==> src/rtl/sws_pkg.sv <==
// Purpose: Shared constants for the stop-state wakeup sequencer
// Assumes: sys_clk at 250 MHz; one T cycle is half a sys_clk cycle
// Notes: Counts are kept in T cycles and converted where used
package sws_pkg;
   localparam int unsigned T_PER_CLK = 2;
   localparam int unsigned T_PER_ICYC = 4;
   localparam int unsigned STOP_ICYC = 8;
   localparam int unsigned STOP_INSTR_T = STOP_ICYC * T_PER_ICYC;
   localparam int unsigned WAKE_SYNC_T = 3;
   localparam int unsigned LONG_DELAY_T = 131072;
   localparam int unsigned SHORT_DELAY_T = 16;
   localparam int unsigned LONG_TOTAL_T = 131104;
   localparam int unsigned SHORT_TOTAL_T = 48;
   localparam int unsigned NOP_EXTRA_T = STOP_INSTR_T + WAKE_SYNC_T;
   localparam int unsigned OSC_MARGIN_T = 19000;
   localparam int unsigned RST_EXT_SHORT_T = 50;
   localparam int unsigned RST_EXT_LONG_T = 150000;
   localparam int unsigned CNT_W = 18;
   localparam int unsigned RESUME_CYC = 8;
   localparam int unsigned RESUME_CLK = (RESUME_CYC * T_PER_ICYC) / T_PER_CLK;
   localparam int unsigned DELAY_AT_CYCLE = 4;
   localparam int unsigned SAMPLE_FROM_CYCLE = 6;
   localparam logic [15:0] WAKE_VECTOR_ADDR = 16'h0010;
   localparam logic [15:0] WAKE_VECTOR_ADDR2 = 16'h0011;
   localparam logic [CNT_W-1:0] RESUME_RST = 18'h00000;

   typedef enum logic [2:0]
   {
      SWS_RUN = 3'b000,
      SWS_STOPPED = 3'b001,
      SWS_DELAY = 3'b010,
      SWS_RESUME = 3'b011,
      SWS_DEBUG = 3'b100
   } sws_state_t;

   typedef enum logic [1:0]
   {
      SWS_EXIT_NONE = 2'b00,
      SWS_EXIT_NEXT = 2'b01,
      SWS_EXIT_VECTOR = 2'b10,
      SWS_EXIT_HIGHER = 2'b11
   } sws_exit_t;

   function automatic logic [CNT_W-1:0] sws_clk_count(input int unsigned t_cycles);
      sws_clk_count = CNT_W'((t_cycles + T_PER_CLK - 1) / T_PER_CLK);
   endfunction : sws_clk_count
endpackage : sws_pkg

==> src/rtl/sws_delay_counter.sv <==
// Purpose: Stabilization delay down-counter
// Assumes: Loaded once per wake; counts sys_clk cycles
// Notes: Done is registered, set on the same edge the count reaches zero
`timescale 1ns/10ps
module sws_delay_counter
   import sws_pkg::*;
#(
   parameter int unsigned W = CNT_W
)
(
   // Clock and reset
   input wire logic sys_clk,
   input wire logic rst_n,
   // Control
   input wire logic load,
   input wire logic [W-1:0] load_val,
   input wire logic abort,
   // Status
   output logic busy,
   output logic done
);
   logic [W-1:0] cnt_r;

   always_ff @(posedge sys_clk)
   begin
      if (!rst_n || abort)
      begin
         cnt_r <= '0;
         busy <= 1'b0;
         done <= 1'b0;
      end
      else if (load)
      begin
         cnt_r <= load_val;
         busy <= 1'b1;
         done <= 1'b0;
      end
      else if (busy)
      begin
         // Fixed count, irregular first oscillator cycles do not matter
         cnt_r <= cnt_r - W'(1);
         done <= (cnt_r == W'(1));
         busy <= (cnt_r != W'(1));
      end
      else
      begin
         done <= 1'b0;
      end
   end
endmodule : sws_delay_counter

==> src/rtl/sws_sequencer.sv <==
// Operation
// Wake serviced only if level sensitive
// Line low from delay end to cycle 8
// Higher pending level wins arbitration
// No wake, nothing pending: next instruction
// Recognized wake fetches vector pair
// Pending stack error survives stop
// Partner holds wake until feedback seen
// Sequence lasts 131104 or 48 T
// Fixed delay count regardless of oscillator
// Stop with wake low acts as NOP
// Stop is 32 T, sync 3 T
// Edge requests cleared during delay
// Reset skips delay, drops pending interrupts
// No internal timer after reset
// Brief wake pulse starts delay counter
// Debug state halts core under debug port
// Delay select picks 16 or 131072 T
// One T is half clock
// Wake, reset or timer ends stop
// Down-counter loaded on wake releases clocks
//
// Purpose: Sequences core stop entry, wake, delay and resume
// Assumes: All inputs synchronous to sys_clk; wake_level_mode from the interrupt setup
// Notes: Resume time after the delay covers the remaining stop cycles
`timescale 1ns/10ps
module sws_sequencer
   import sws_pkg::*;
#(
   parameter int unsigned LONG_DELAY = LONG_DELAY_T,
   parameter int unsigned SHORT_DELAY = SHORT_DELAY_T
)
(
   // Clock and reset
   input wire logic sys_clk,
   input wire logic rst_n,
   // Core requests
   input wire logic stop_exec,
   input wire logic debug_req,
   input wire logic debug_release,
   input wire logic stop_delay_select,
   input wire logic wake_level_mode,
   input wire logic timer_zero,
   // Interrupt status
   input wire logic higher_pending,
   input wire logic stack_err_set,
   input wire logic stack_err_ack,
   input wire logic edge_irq_set,
   // Wake line
   input wire logic ext_wake_int_a_n,
   // Outputs to core
   output logic core_clk_en,
   output logic osc_en,
   output logic stopped,
   output logic debug_halt,
   output logic resume_pulse,
   output logic vector_fetch,
   output logic [15:0] fetch_addr,
   output logic higher_grant,
   output logic stack_err_pending,
   output logic edge_irq_pending
);
   localparam logic [CNT_W-1:0] LONG_CLK = sws_clk_count(LONG_DELAY);
   localparam logic [CNT_W-1:0] SHORT_CLK = sws_clk_count(SHORT_DELAY);
   localparam logic [CNT_W-1:0] RESUME_LOAD = CNT_W'(RESUME_CLK);

   sws_state_t state_r;
   logic [CNT_W-1:0] resume_cnt_r;
   logic wake_low_r;
   logic delay_load;
   logic delay_busy;
   logic delay_done;

   // Wake line is synchronous; the extra flop models the 3 T sync slot
   always_ff @(posedge sys_clk)
   begin
      if (!rst_n)
         wake_low_r <= 1'b0;
      else
         wake_low_r <= !ext_wake_int_a_n;
   end

   // Any low pulse on the line, even short, starts the count
   assign delay_load = ((state_r == SWS_STOPPED) && (wake_low_r || timer_zero))
      || ((state_r == SWS_RUN) && stop_exec && wake_low_r && !debug_req);

   sws_delay_counter #(
      .W(CNT_W)
   ) u_delay (
      .sys_clk(sys_clk),
      .rst_n(rst_n),
      .load(delay_load),
      .load_val(stop_delay_select ? SHORT_CLK : LONG_CLK),
      .abort(1'b0),
      .busy(delay_busy),
      .done(delay_done)
   );

   // Reset is synchronous and wins from any state, no delay count
   always_ff @(posedge sys_clk)
   begin
      if (!rst_n)
      begin
         state_r <= SWS_RUN;
         resume_cnt_r <= RESUME_RST;
      end
      else
      begin
         unique case (state_r)
            SWS_RUN:
            begin
               if (debug_req)
                  state_r <= SWS_DEBUG;
               else if (stop_exec && wake_low_r)
                  state_r <= SWS_DELAY;
               else if (stop_exec)
                  state_r <= SWS_STOPPED;
            end
            SWS_STOPPED:
            begin
               if (delay_load)
                  state_r <= SWS_DELAY;
            end
            SWS_DELAY:
            begin
               if (delay_done)
               begin
                  state_r <= SWS_RESUME;
                  resume_cnt_r <= RESUME_LOAD;
               end
            end
            SWS_RESUME:
            begin
               if (resume_cnt_r == CNT_W'(1))
                  state_r <= SWS_RUN;
               resume_cnt_r <= resume_cnt_r - CNT_W'(1);
            end
            SWS_DEBUG:
            begin
               if (debug_release)
                  state_r <= SWS_RUN;
            end
            default:
               state_r <= SWS_RUN;
         endcase
      end
   end

   // Wake must stay low across the whole resume window to be serviced
   logic wake_held_r;
   always_ff @(posedge sys_clk)
   begin
      if (!rst_n)
         wake_held_r <= 1'b0;
      else if (delay_done)
         wake_held_r <= wake_low_r;
      else if (state_r == SWS_RESUME)
         wake_held_r <= wake_held_r && wake_low_r;
   end

   logic last_resume;
   sws_exit_t exit_kind;
   assign last_resume = (state_r == SWS_RESUME) && (resume_cnt_r == CNT_W'(1));
   always_comb
   begin
      if (higher_pending)
         exit_kind = SWS_EXIT_HIGHER;
      else if (wake_held_r && wake_low_r && wake_level_mode)
         exit_kind = SWS_EXIT_VECTOR;
      else
         exit_kind = SWS_EXIT_NEXT;
   end

   always_ff @(posedge sys_clk)
   begin
      if (!rst_n)
      begin
         resume_pulse <= 1'b0;
         vector_fetch <= 1'b0;
         higher_grant <= 1'b0;
         fetch_addr <= 16'h0000;
      end
      else
      begin
         resume_pulse <= last_resume;
         vector_fetch <= last_resume && (exit_kind == SWS_EXIT_VECTOR);
         higher_grant <= last_resume && (exit_kind == SWS_EXIT_HIGHER);
         if (last_resume && exit_kind == SWS_EXIT_VECTOR)
            fetch_addr <= WAKE_VECTOR_ADDR;
         else if (vector_fetch)
            fetch_addr <= WAKE_VECTOR_ADDR2;
      end
   end

   // Clock gating follows state; oscillator keeps running unless truly stopped
   always_ff @(posedge sys_clk)
   begin
      if (!rst_n)
      begin
         core_clk_en <= 1'b1;
         osc_en <= 1'b1;
         stopped <= 1'b0;
         debug_halt <= 1'b0;
      end
      else
      begin
         core_clk_en <= (state_r == SWS_RUN) || (state_r == SWS_RESUME);
         osc_en <= (state_r != SWS_STOPPED);
         stopped <= (state_r == SWS_STOPPED) || (state_r == SWS_DELAY);
         debug_halt <= (state_r == SWS_DEBUG);
      end
   end

   // Stack error is sticky across stop; set beats acknowledge
   always_ff @(posedge sys_clk)
   begin
      if (!rst_n)
         stack_err_pending <= 1'b0;
      else if (stack_err_set)
         stack_err_pending <= 1'b1;
      else if (stack_err_ack)
         stack_err_pending <= 1'b0;
   end

   // Edge requests are dropped on stop entry and throughout the delay
   always_ff @(posedge sys_clk)
   begin
      if (!rst_n)
         edge_irq_pending <= 1'b0;
      else if (state_r == SWS_DELAY || state_r == SWS_STOPPED || stop_exec)
         edge_irq_pending <= 1'b0;
      else if (edge_irq_set)
         edge_irq_pending <= 1'b1;
      else if (resume_pulse)
         edge_irq_pending <= edge_irq_pending;
   end

   // Assertions
   a_edge_ignored: assert property (@(posedge sys_clk) disable iff (!rst_n)
      (state_r == SWS_DELAY) |=> !edge_irq_pending)
      else $error("edge request held during delay");
   a_stack_kept: assert property (@(posedge sys_clk) disable iff (!rst_n)
      stack_err_pending && !stack_err_ack |=> stack_err_pending)
      else $error("stack error lost");
   a_vector_addr: assert property (@(posedge sys_clk) disable iff (!rst_n)
      vector_fetch |-> fetch_addr == WAKE_VECTOR_ADDR ##1 fetch_addr == WAKE_VECTOR_ADDR2)
      else $error("wrong vector pair");
   a_edge_no_vec: assert property (@(posedge sys_clk) disable iff (!rst_n)
      last_resume && !wake_level_mode |=> !vector_fetch)
      else $error("edge mode serviced");
   a_higher_wins: assert property (@(posedge sys_clk) disable iff (!rst_n)
      last_resume && higher_pending |=> higher_grant && !vector_fetch)
      else $error("higher level lost");
   a_next_seq: assert property (@(posedge sys_clk) disable iff (!rst_n)
      last_resume && !wake_low_r && !higher_pending |=> !vector_fetch && resume_pulse)
      else $error("no plain resume");
   a_short_delay: assert property (@(posedge sys_clk) disable iff (!rst_n)
      delay_load && stop_delay_select |=> ##8 delay_done)
      else $error("short delay wrong");
   a_resume_len: assert property (@(posedge sys_clk) disable iff (!rst_n)
      delay_done |=> (state_r == SWS_RESUME)[*8] ##1 (state_r == SWS_RESUME)[*8]
      ##1 resume_pulse)
      else $error("resume length wrong");
   a_nop_clock: assert property (@(posedge sys_clk) disable iff (!rst_n)
      state_r == SWS_RUN && stop_exec && wake_low_r && !debug_req |=> ##1 osc_en)
      else $error("oscillator stopped on nop");
   a_debug_halt: assert property (@(posedge sys_clk) disable iff (!rst_n)
      state_r == SWS_DEBUG |=> debug_halt && !core_clk_en)
      else $error("debug not halted");
   c_vector: cover property (@(posedge sys_clk) disable iff (!rst_n) vector_fetch);
   c_plain: cover property (@(posedge sys_clk) disable iff (!rst_n)
      resume_pulse && !vector_fetch);
   c_nop: cover property (@(posedge sys_clk) disable iff (!rst_n)
      state_r == SWS_RUN && stop_exec && wake_low_r);
   c_debug: cover property (@(posedge sys_clk) disable iff (!rst_n) debug_halt);
endmodule : sws_sequencer

==> config.mk <==
export PLATFORM = sky130hd
export DESIGN_NAME = sws_sequencer
export DESIGN_NICKNAME = d
export VERILOG_FILES = /design/src/rtl/sws_pkg.sv /design/src/rtl/sws_delay_counter.sv /design/src/rtl/sws_sequencer.sv
export SDC_FILE = /design/constraint.sdc
export NUM_CORES = 1
export LEC_CHECK = 0
export BUFFER_PORTS_ARGS = -buffer_cell sky130_fd_sc_hd__buf_4
export CELL_PAD_IN_SITES_DETAIL_PLACEMENT = 2
export CELL_PAD_IN_SITES_GLOBAL_PLACEMENT = 2
export CORE_MARGIN = 8
export CORE_UTILIZATION = 36
export CTS_CLUSTER_DIAMETER = 200
export DETAILED_ROUTE_END_ITERATION = 12
export GPL_TIMING_DRIVEN = 0
export HOLD_SLACK_MARGIN = 0.06
export PLACE_DENSITY = 0.83
export REMOVE_ABC_BUFFERS = 1
export SLEW_MARGIN = 30
export SYNTH_ARGS = -nofsm -noshare
export SYNTH_HDL_FRONTEND = slang
export SYNTH_SLANG_ARGS = --single-unit
==> constraint.sdc <==
create_clock -name sys_clk -period 4.19 [get_ports sys_clk]
set_clock_uncertainty 0.2 [all_clocks]
set_input_delay 0.838 -clock sys_clk [delete_from_list [all_inputs] [get_ports sys_clk]]
set_output_delay 0.838 -clock sys_clk [all_outputs]
set_load 0.005 [all_outputs]
# == Word-level counts from Yosys, hierarchy flattened ==
# Cells that the tools add are included.
# word_totals
register_bits,54
out_inout_bits,25
# op_classes
mux,23
n_eq_ne,15
add_sub_neg,2
bitwise_logic,2
n_reduce_logical,28
# ops
op,count
two-way mux 18 bit,3
== test 18 x 1 -> 1 bit (second input constant),2
case mux 18 bit (2 select lines),1
subtractor 18 x 1 -> 18 bit (second input constant),2
two-way mux 3 bit,7
inequality test 18 x 1 -> 1 bit (second input constant),1
two-way mux 17 bit,1
case mux 3 bit (5 select lines),1
logical AND 1 bit,10
two-way mux 5 bit,2
nonzero test 2 bit,5
== test 3 x 2 -> 1 bit (second input constant),2
two-way mux 1 bit,6
inequality test 2 bit (second input constant),3
logical OR 1 bit,5
AND reduction 5 bit,1
== test 2 bit (second input constant),2
two-way mux 2 bit,2
inequality test 4 bit (second input constant),1
OR reduction 2 bit,2
== test 3 x 1 -> 1 bit (second input constant),1
== test 3 bit (second input constant),1
logical NOT 3 bit,1
inequality test 3 x 1 -> 1 bit (second input constant),1
5 further kinds,7

# == Longest topological paths before layout ==
# Gate-level depths: netlist of the first run.
# depth
ltp_word,7
depth_mapped,7
depth_no_buf,7

# == By module ==
# From an unflattened synthesis of the first run, not the netlist that was laid out.
# hier_totals
cells_unflattened,333
hier_area_um2,2762.6
# modules_own_cells
mod,n_inst,seq_area_each_um2,area_per_inst_um2,cells_per_inst
sws_sequencer,1,680.7,1732.9,210
sws_delay_counter,1,400.4,1029.7,123

# == Worst setup path before layout of the first run ==
# No wires, ideal clock.
# synth_timing
path_kind,reg2reg
start,register resume_cnt_r[9]
end,register resume_cnt_r[17]
synth_period_minus_slack_ns,2.290
path_buffers,1
setup_ns,0.065
setup_slack_ns,1.900
t_arrival_ns,2.025
path_stages_with_launch,7
cell_sequence,dfxtp_1 > or4_4 > or4_4 > buf_6 > nor3_1 > mux2_2 > nor2_1
# synth_between
elab_chain_cells,2
# synth_rtl
item,line_no,rtl
"start, declared",sws_sequencer.sv:68,logic [CNT_W-1:0] resume_cnt_r;
"start signal, assigned",sws_sequencer.sv:136,resume_cnt_r <= resume_cnt_r - CNT_W'(1);
subtractor 18 x 1 -> 18 bit,sws_sequencer.sv:136,
case mux 18 bit (2 select lines),sws_sequencer.sv:109,unique case (state_r)
# No other way between the ends.
# A chain may end at the register's enable or synchronous reset.

==> results of run 1 <==
worst max-delay path: cells and delay by family:
kind	cells	cell delay, ps
AOI/OAI and AO/OA	2	860
buffers and inverters	2	930
power breakdown:
group / internal (W) / total, W / switching (W)
registers: 0.000566 / 0.000627 / 0.0000617
clock network: 0.000181 / 0.000365 / 0.000184
logic: 0.000123 / 0.000289 / 0.000166
final cells by class:
class | instances | area (sq um)
Inverter | 11 | 41.29
Timing Repair Buffer | 23 | 172.7
Clock inverter | 3 | 47.55
Tap cell | 96 | 120.1
Multi-Input combinational cell | 213 | 1297
Clock buffer | 5 | 68.82
Fill cell | 759 | 3965
Sequential cell | 54 | 1081
cell usage in the layout, fill, tap and decap left out, types with 6 or more instances in the layout:
cell type | synthesis | routed
sky130_fd_sc_hd__nand2_1 | 19 | 19
sky130_fd_sc_hd__buf_4 | 14 | 23
sky130_fd_sc_hd__conb_1 | 1 | 14
sky130_fd_sc_hd__o211ai_1 | 6 | 6
sky130_fd_sc_hd__nand3_1 | 10 | 10
sky130_fd_sc_hd__o31ai_1 | 6 | 6
sky130_fd_sc_hd__nor3_1 | 12 | 12
sky130_fd_sc_hd__o21ai_0 | 7 | 7
sky130_fd_sc_hd__or3_1 | 6 | 6
sky130_fd_sc_hd__dfxtp_1 | 54 | 54
sky130_fd_sc_hd__xnor2_1 | 12 | 12
sky130_fd_sc_hd__nor4_1 | 6 | 6
sky130_fd_sc_hd__a21oi_1 | 16 | 16
sky130_fd_sc_hd__inv_1 | 10 | 10
sky130_fd_sc_hd__nor2_1 | 38 | 38
kinds of logic (layout without fill, tap and decap cells):
family                     count (synthesis)  count (layout)
buffers and inverters                     38              42
DFF                                       54              54
adders and majority gates                  4               4
AOI/OAI and AO/OA                         46              46
other                                      1              14
muxes                                      6               6
xor gates and xnor gates                  17              17
and+or+nand+nor                          126             126
metrics by stage:
step | cells | hold WS (ps) | util [%] | instance area (sq um) | total power, W
final | 405 | 280.9 | 41.64 | 2829 | 0.001281
after global routing | 405 | 312.0 | 41.64 | 2829 | 0.001358
after CTS | 405 | 286.0 | 41.64 | 2829 | 0.001301
after detailed placement | 397 | 270.6 | 39.93 | 2713 | 0.0009247
after global placement | 397 | 260.5 | 39.93 | 2713 | 0.0009074
after floorplan | 278 | 241.8 | - | 2420 | 0.0008323
registers in the layout, summed over array words and instances (netlist names), 2 cells and up:
register and flops:
state_r 3, u_delay.cnt_r 18, resume_cnt_r 18, fetch_addr 2
how the worst min path moves through the flow:
stage,endpoint,start,depth (start not counted),slack [ps]
final,u_delay.cnt_r[4],u_delay.cnt_r[4],2,280
after global routing,u_delay.cnt_r[4],u_delay.cnt_r[4],2,310
after global placement,u_delay.cnt_r[4],u_delay.cnt_r[4],2,260
after CTS,u_delay.cnt_r[4],u_delay.cnt_r[4],2,290
after detailed placement,u_delay.cnt_r[4],u_delay.cnt_r[4],2,270
after floorplan,resume_cnt_r[15],resume_cnt_r[15],1,240
per-layer routing:
metal  GRT usage, %  part of all wire [%]  vias to the layer above
li1               -                     -                     1031
met1          16.10                    46                     1038
met2          24.27                    50                       26
met3          2.353                   2.5                        4
met4          3.842                  0.83                        0
met5              0                     0                        -
==> run summary, run 1 <==
The number of max-cap violations came out at 0. The worst register-to-register path ends at resume_cnt_r[11]. The clock transition at the registers of the reported paths came out at 100 ps. By count the netlist is led by 54 x sky130_fd_sc_hd__dfxtp_1, 38 x sky130_fd_sc_hd__nor2_1, 19 x sky130_fd_sc_hd__nand2_1, 16 x sky130_fd_sc_hd__a21oi_1, 14 x sky130_fd_sc_hd__buf_4. The setup slack after placement came out at 1241 ps. The minimum clock period is 2597 ps.

The signal on the critical path passes through buf_4 > clkinv_1 > a2111o_1 > o31ai_1. Counting flops with a built-in enable in the synthesized netlist gives 0. For the pin with the worst max-slew slack, the measured transition is 858.7 ps.

The final max-slew violation count came out at 0. The largest total area in the synthesized netlist belongs to sky130_fd_sc_hd__dfxtp_1. The number of clock sinks is 54.

The count of input and output buffers came out at 23. The least setup slack across all paths after layout came out at 1593 ps. The mapped netlist covers 2534 sq um.

Measured along the x axis, the die boundary spans 99.89 um. The total negative setup slack came out at 0 ps. The die covers 9978 sq um.

The cell count of the worst reg-to-reg path came out at 5. The critical path ends at state_r[1]. For this run, the leading register cell type out of synthesis is sky130_fd_sc_hd__dfxtp_1.

The fraction of synthesized cell area taken by the top area cell type came out at 42.67%. After Yosys synthesis, full adders, half adders and majority gates account for 1.975% of the synthesized area. The initial utilization of the core area, before any placement, comes to 37.29%.

TritonCTS built the clock tree. Counting the buffers created by CTS gives 5. The synthesized instance count came out at 292. In this run the worst setup path begins at rst_n. The number of setup buffers added after CTS is 0. For this run, the top clock speed supported by timing is 385.1 MHz. The worst register-to-register path begins at state_r[0]. The final layout net count came out at 325.

0 antenna diodes ended up in the layout. The worst setup path is captured at a register. The slowest stage of the critical path is the sky130_fd_sc_hd__clkinv_1 cell. Of the cells placed in the final design, the portion with a size suffix greater than 1 is 15.53%. The HPWL after detailed placement came out at 4480 um. The final hold violation count came out at 0. Summing the areas of all compound-gate instances in the mapped netlist gives 11.80% of the synthesized area.

The number of gates resized after cts came out at 0. The static leakage power came out at 1.093 nW. In the post-synthesis netlist, the cell with the most instances is sky130_fd_sc_hd__dfxtp_1. In this run the tightest slew margin relative to its limit is 42.40%. The post-synthesis xor/xnor area fraction is 5.877%. The number of library cell types mapped by synthesis is 51. The die height came out at 99.89 um. The run finished with clean final reports.

For the worst setup path, the data required time is 4230 ps. The clock insertion delay at the later pin of the skew report came out at 310 ps. The maximum vdd ir drop came out at 0.0002067 V. In the post-synthesis netlist, the biggest area contributors are sky130_fd_sc_hd__dfxtp_1 43%, sky130_fd_sc_hd__nor2_1 5.6%, sky130_fd_sc_hd__buf_4 4.1%. The violation count after the first detailed-route iteration came out at 82. The setup path with the least slack is of type input port to register. The number of DRC violations after detailed routing is 0.

The number of global-route vias before repair came out at 2,333. The reg-to-reg setup timing slack is 1610 ps. The routed layout has 2,099 vias. The mean number of vias per cell came out at 5.183.

The synthesis-stage register bit count is 54. The worst-path maximum fanout is 26. Global routing finished with a remaining overflow of 0. The placeable core region came out at 6794 sq um.

For this run, the register share of the synthesized area comes to 42.67%. The launching element type of the critical path is an input port. The final weighted congestion in routability-driven placement is 0.7266. The global-route wire length before repair is 11,200 um. The detailed-routing iteration count for the pre-antenna-repair pass is 4. The wire length per cell came out at 15.80 um. The clock passes through at most 2 buffers. The fraction of the mapped netlist area in simple logic gates is 26.91%. The Yosys warning count came out at 0. The final number of setup-violating endpoints came out at 0.

The worst path uses 61.97% of the clock period. After synthesis, the share of cell area in mux cells is 2.568%. The largest net degree at the start of global routing came out at 27. The mean post-synth cell area is 8.677 sq um. Setup repair after global routing left no endpoint under its margin.

The tightest min-delay check is of the register to register type. The number of antenna violations at the first check in global routing is 0. The number of hold-repair buffers added at the cts stage is 0. The power per standard cell area came out at 452.9 nW/um^2.

The floorplan has 30 rows. The share of synthesized registers carrying an async set or reset came out at 0%. The number of levels the H-tree was split into came out at 2. The routed wire length came out at 6399 um. The area growth from synthesis to layout came out at 11.65%. After synthesis, the largest family of logic cells by area is simple AND/OR/NAND/NOR gates. The cell chosen for the clock root is sky130_fd_sc_hd__clkbuf_8. The largest stage delay on the critical path came out at 720 ps. Global routing consumed, over all layers together, 13.57% of the routing resources. 38 I/O pins were placed. The data arrival time at the worst-slack endpoint is 2630 ps. Once detail routing completed, the nets flagged for antenna violations numbered 0.
Note: power is estimated with default switching activity, not from simulation.
==> inputs of run 2 (changes only) <==
--- a/config.mk
+++ b/config.mk
@@ -9,12 +9,12 @@
 export CELL_PAD_IN_SITES_DETAIL_PLACEMENT = 2
 export CELL_PAD_IN_SITES_GLOBAL_PLACEMENT = 2
 export CORE_MARGIN = 8
-export CORE_UTILIZATION = 36
+export CORE_UTILIZATION = 30
 export CTS_CLUSTER_DIAMETER = 200
 export DETAILED_ROUTE_END_ITERATION = 12
 export GPL_TIMING_DRIVEN = 0
 export HOLD_SLACK_MARGIN = 0.06
-export PLACE_DENSITY = 0.83
+export PLACE_DENSITY = 0.74
 export REMOVE_ABC_BUFFERS = 1
 export SLEW_MARGIN = 30
 export SYNTH_ARGS = -nofsm -noshare
==> constraint.sdc (replaced) <==
create_clock -name sys_clk -period 2.24 [get_ports sys_clk]
set_clock_uncertainty 0.2 [all_clocks]
set_input_delay 0.448 -clock sys_clk [delete_from_list [all_inputs] [get_ports sys_clk]]
set_output_delay 0.448 -clock sys_clk [all_outputs]
set_load 0.005 [all_outputs]
==> run summary, run 2 (same netlist as run 1, synthesis figures left out) <==
The critical path starts at resume_cnt_r[12]. The routed length on met2 is 3385 um. The first global-routing pass estimated 11,100 um of wire.

The detailed-routing iteration count for the pre-antenna-repair pass is 4. The critical path is of the register to register type. The overall track demand over capacity in global routing is 11.84%.

The register share of total power came out at 49.0%. Summing internal, switching and leakage power gives 0.002415 W. The net switching power of the design came out at 0.0007613 W. The internal portion of total power is 0.001654 W. The top cell types in the final layout, fill and taps aside, are 45 x sky130_fd_sc_hd__dfxtp_1, 38 x sky130_fd_sc_hd__nor2_1, 33 x sky130_fd_sc_hd__buf_4, 18 x sky130_fd_sc_hd__nand2_1, 16 x sky130_fd_sc_hd__a21oi_1. In this run the worst path has a maximum fanout of 6.

The fill cell total of the finished layout came out at 894. The class of the worst hold path is input port to register. The number of global-route vias before repair is 2,257. For the worst flop-to-flop path, the logic depth is 4. STA classifies the critical path startpoint as a register. The tree is rooted in a sky130_fd_sc_hd__clkbuf_8.

Wire segments on met3 add up to 182 um in the final route. The HPWL after detailed placement is 4650 um. The TritonCTS buffer count is 5. The final max-slew violation count is 0.

The library cell used most frequently in the layout, excluding fill and tap cells, is sky130_fd_sc_hd__dfxtp_1. The clock tree from TritonCTS is yes. The floorplan step defined a die boundary enclosing 11,640 sq um. The wire length per cell is 15.63 um. The number of top-level pins is 38.

The minimum clock period came out at 2239 ps. The residual overflow from global routing is 0. Clock tree synthesis found a total of 54 sinks.

The count of input and output buffers is 23. The fraction of power consumed by combinational cells came out at 23.6%. The data arrival time at the worst-slack endpoint is 2290 ps.

The area growth from synthesis to layout came out at 17.73%. The buffer levels on the longest clock path is 2. For the worst setup path, the data required time is 2290 ps. The flow ran to the end, and the final reports show no timing, DRC or antenna violations. Counting instances, the worst hold path has a depth of 2. The number of diodes added for antenna fixing is 0. The largest net degree at the start of global routing is 27. The congestion estimate from routability-driven global placement came to 0.7178.

Across all layers, the routed design uses 2,114 vias. The register area is 1100 sq um. The final number of setup-violating endpoints came out at 0. The worst hold path begins at stop_exec. The horizontal die dimension is 107.9 um. The largest registers in the layout are resume_cnt_r: 18 flops, u_delay.cnt_r: 18 flops, state_r: 3 flops. The mean number of vias per cell came out at 4.974. The total area inside the core boundary comes to 8217 sq um. Row generation in the floorplan step produced 33 rows.

The final period utilization came out at 99.94%. The final hold violation count is 0. The violation count after the first detailed-route iteration is 38. Net switching is 31.52% of the power. The number of antenna violations at the first check in global routing was 0. The slew at the pin closest to its max-slew limit is 631.4 ps. The routed wire length came out at 6643 um. The analysis attributes to cell leakage a power of 1.169 nW. The remaining max-slew budget at the tightest pin came out at 57.79%.

The number of routed nets with antenna violations came out at 0. The total routed wire length on the met1 layer is 3018 um. The maximum vdd ir drop is 0.0002736 V. Setup repair after global routing could not meet its margin everywhere. For the worst-skew pair, the clock arrives at the later sink with an insertion delay of 310 ps. The clock transition at the registers of the reported paths came out at 100 ps.

The utilization of the core after routing came out at 36.30%. Summing all multi-input logic gate instances after layout gives 1341 sq um. The worst setup path is captured at a register. The fmax came out at 446.7 MHz. The clock network burns 27.4% of the power.

The reg-to-reg startpoint is resume_cnt_r[12]. The power per standard cell area is 809.7 nW/um^2. For this run, design rule violations remaining after detail routing come to 0.

For this configuration, the core starts out at a cell density of 30.84%. Max-cap violations in this run came to 0. The post-route netlist has 23.13% of its cells at a drive strength greater than 1.

The number of levels the H-tree was split into is 2. The final layout net count is 336. Signal routing reaches up to met4. Measured along the y axis, the die boundary spans 107.9 um.
==> run 2: changes by cell type in the layout (fill, tap and decap cells not counted), sizes merged <==
cell         change
clkinv           -1
clkbuf           +1
clkinvlp         +1
buf             +10
dlygate4sd3      +1
inv              -1
==> run 2: area by class of cell <==
cell class              count  area share, %
inverters                  11          1.426
clock buffers               6          2.433
flip-flops and latches     54          36.87
well taps                 105          4.404
repair buffers             34          8.641
clock inverters             2          1.258
multi-input cells         213          44.97
==> run 2: worst paths after layout <==
| check | to | slack [ps] |
|---|---|---|
| max | vector_fetch | 1 |
| max reg2reg | vector_fetch | 1 |
| min | edge_irq_pending | 130 |
| min reg2reg | resume_cnt_r[15] | 280 |
==> run 2: power by group through the flow <==
| stage | sequential (W) | combinational (W) | clock [W] |
|---|---|---|---|
| after detailed placement | 0.00120 | 0.000538 | 0 |
| after global routing | 0.00120 | 0.000641 | 0.000726 |
| after floorplan | 0.00117 | 0.000391 | 0 |
| final | 0.00118 | 0.000571 | 0.000661 |
| after CTS | 0.00118 | 0.000558 | 0.000696 |
| after global placement | 0.00119 | 0.000514 | 0 |
==> run 2: stage by stage <==
step                instance area, sq um  hold WS, ps  setup slack [ps]  TNS [ps]  std cells
floorplan                           2420        241.8             5.151         0        278
global placement                    2724        260.1            -360.6     -1946        406
detailed placement                  2724        267.6            -469.3     -2973        406
CTS                                 2928        117.1            -58.13    -253.2        420
global route                        2983        120.5            -106.5    -608.2        425
finish                              2983        126.0             1.344         0        425
==> run 2: metal layers <==
metal / up-vias / track usage, %
met5: - / 0
met4: 0 / 3.568
met3: 4 / 2.814
met2: 23 / 20.70
met1: 1032 / 13.97
li1: 1055 / -
==> run 2: critical path: stages (launching register included) <==
cell and delay, ps:
sky130_fd_sc_hd__dfxtp_2 330, sky130_fd_sc_hd__or4_4 560, sky130_fd_sc_hd__or4_4 500, sky130_fd_sc_hd__nor4_4 400
sky130_fd_sc_hd__and3_1 200
==> run 2: timing repair <==
action | 4_1_cts | 5_1_grt
resized for setup | 15 | 8
buffers inserted | 5 | 5
hold buffers | 1 | 0
pin swaps | 10 | 8
setup endpoints to repair | 20 | 18
cloned | 0 | 0
endpoints found under the hold margin | 1 | 0
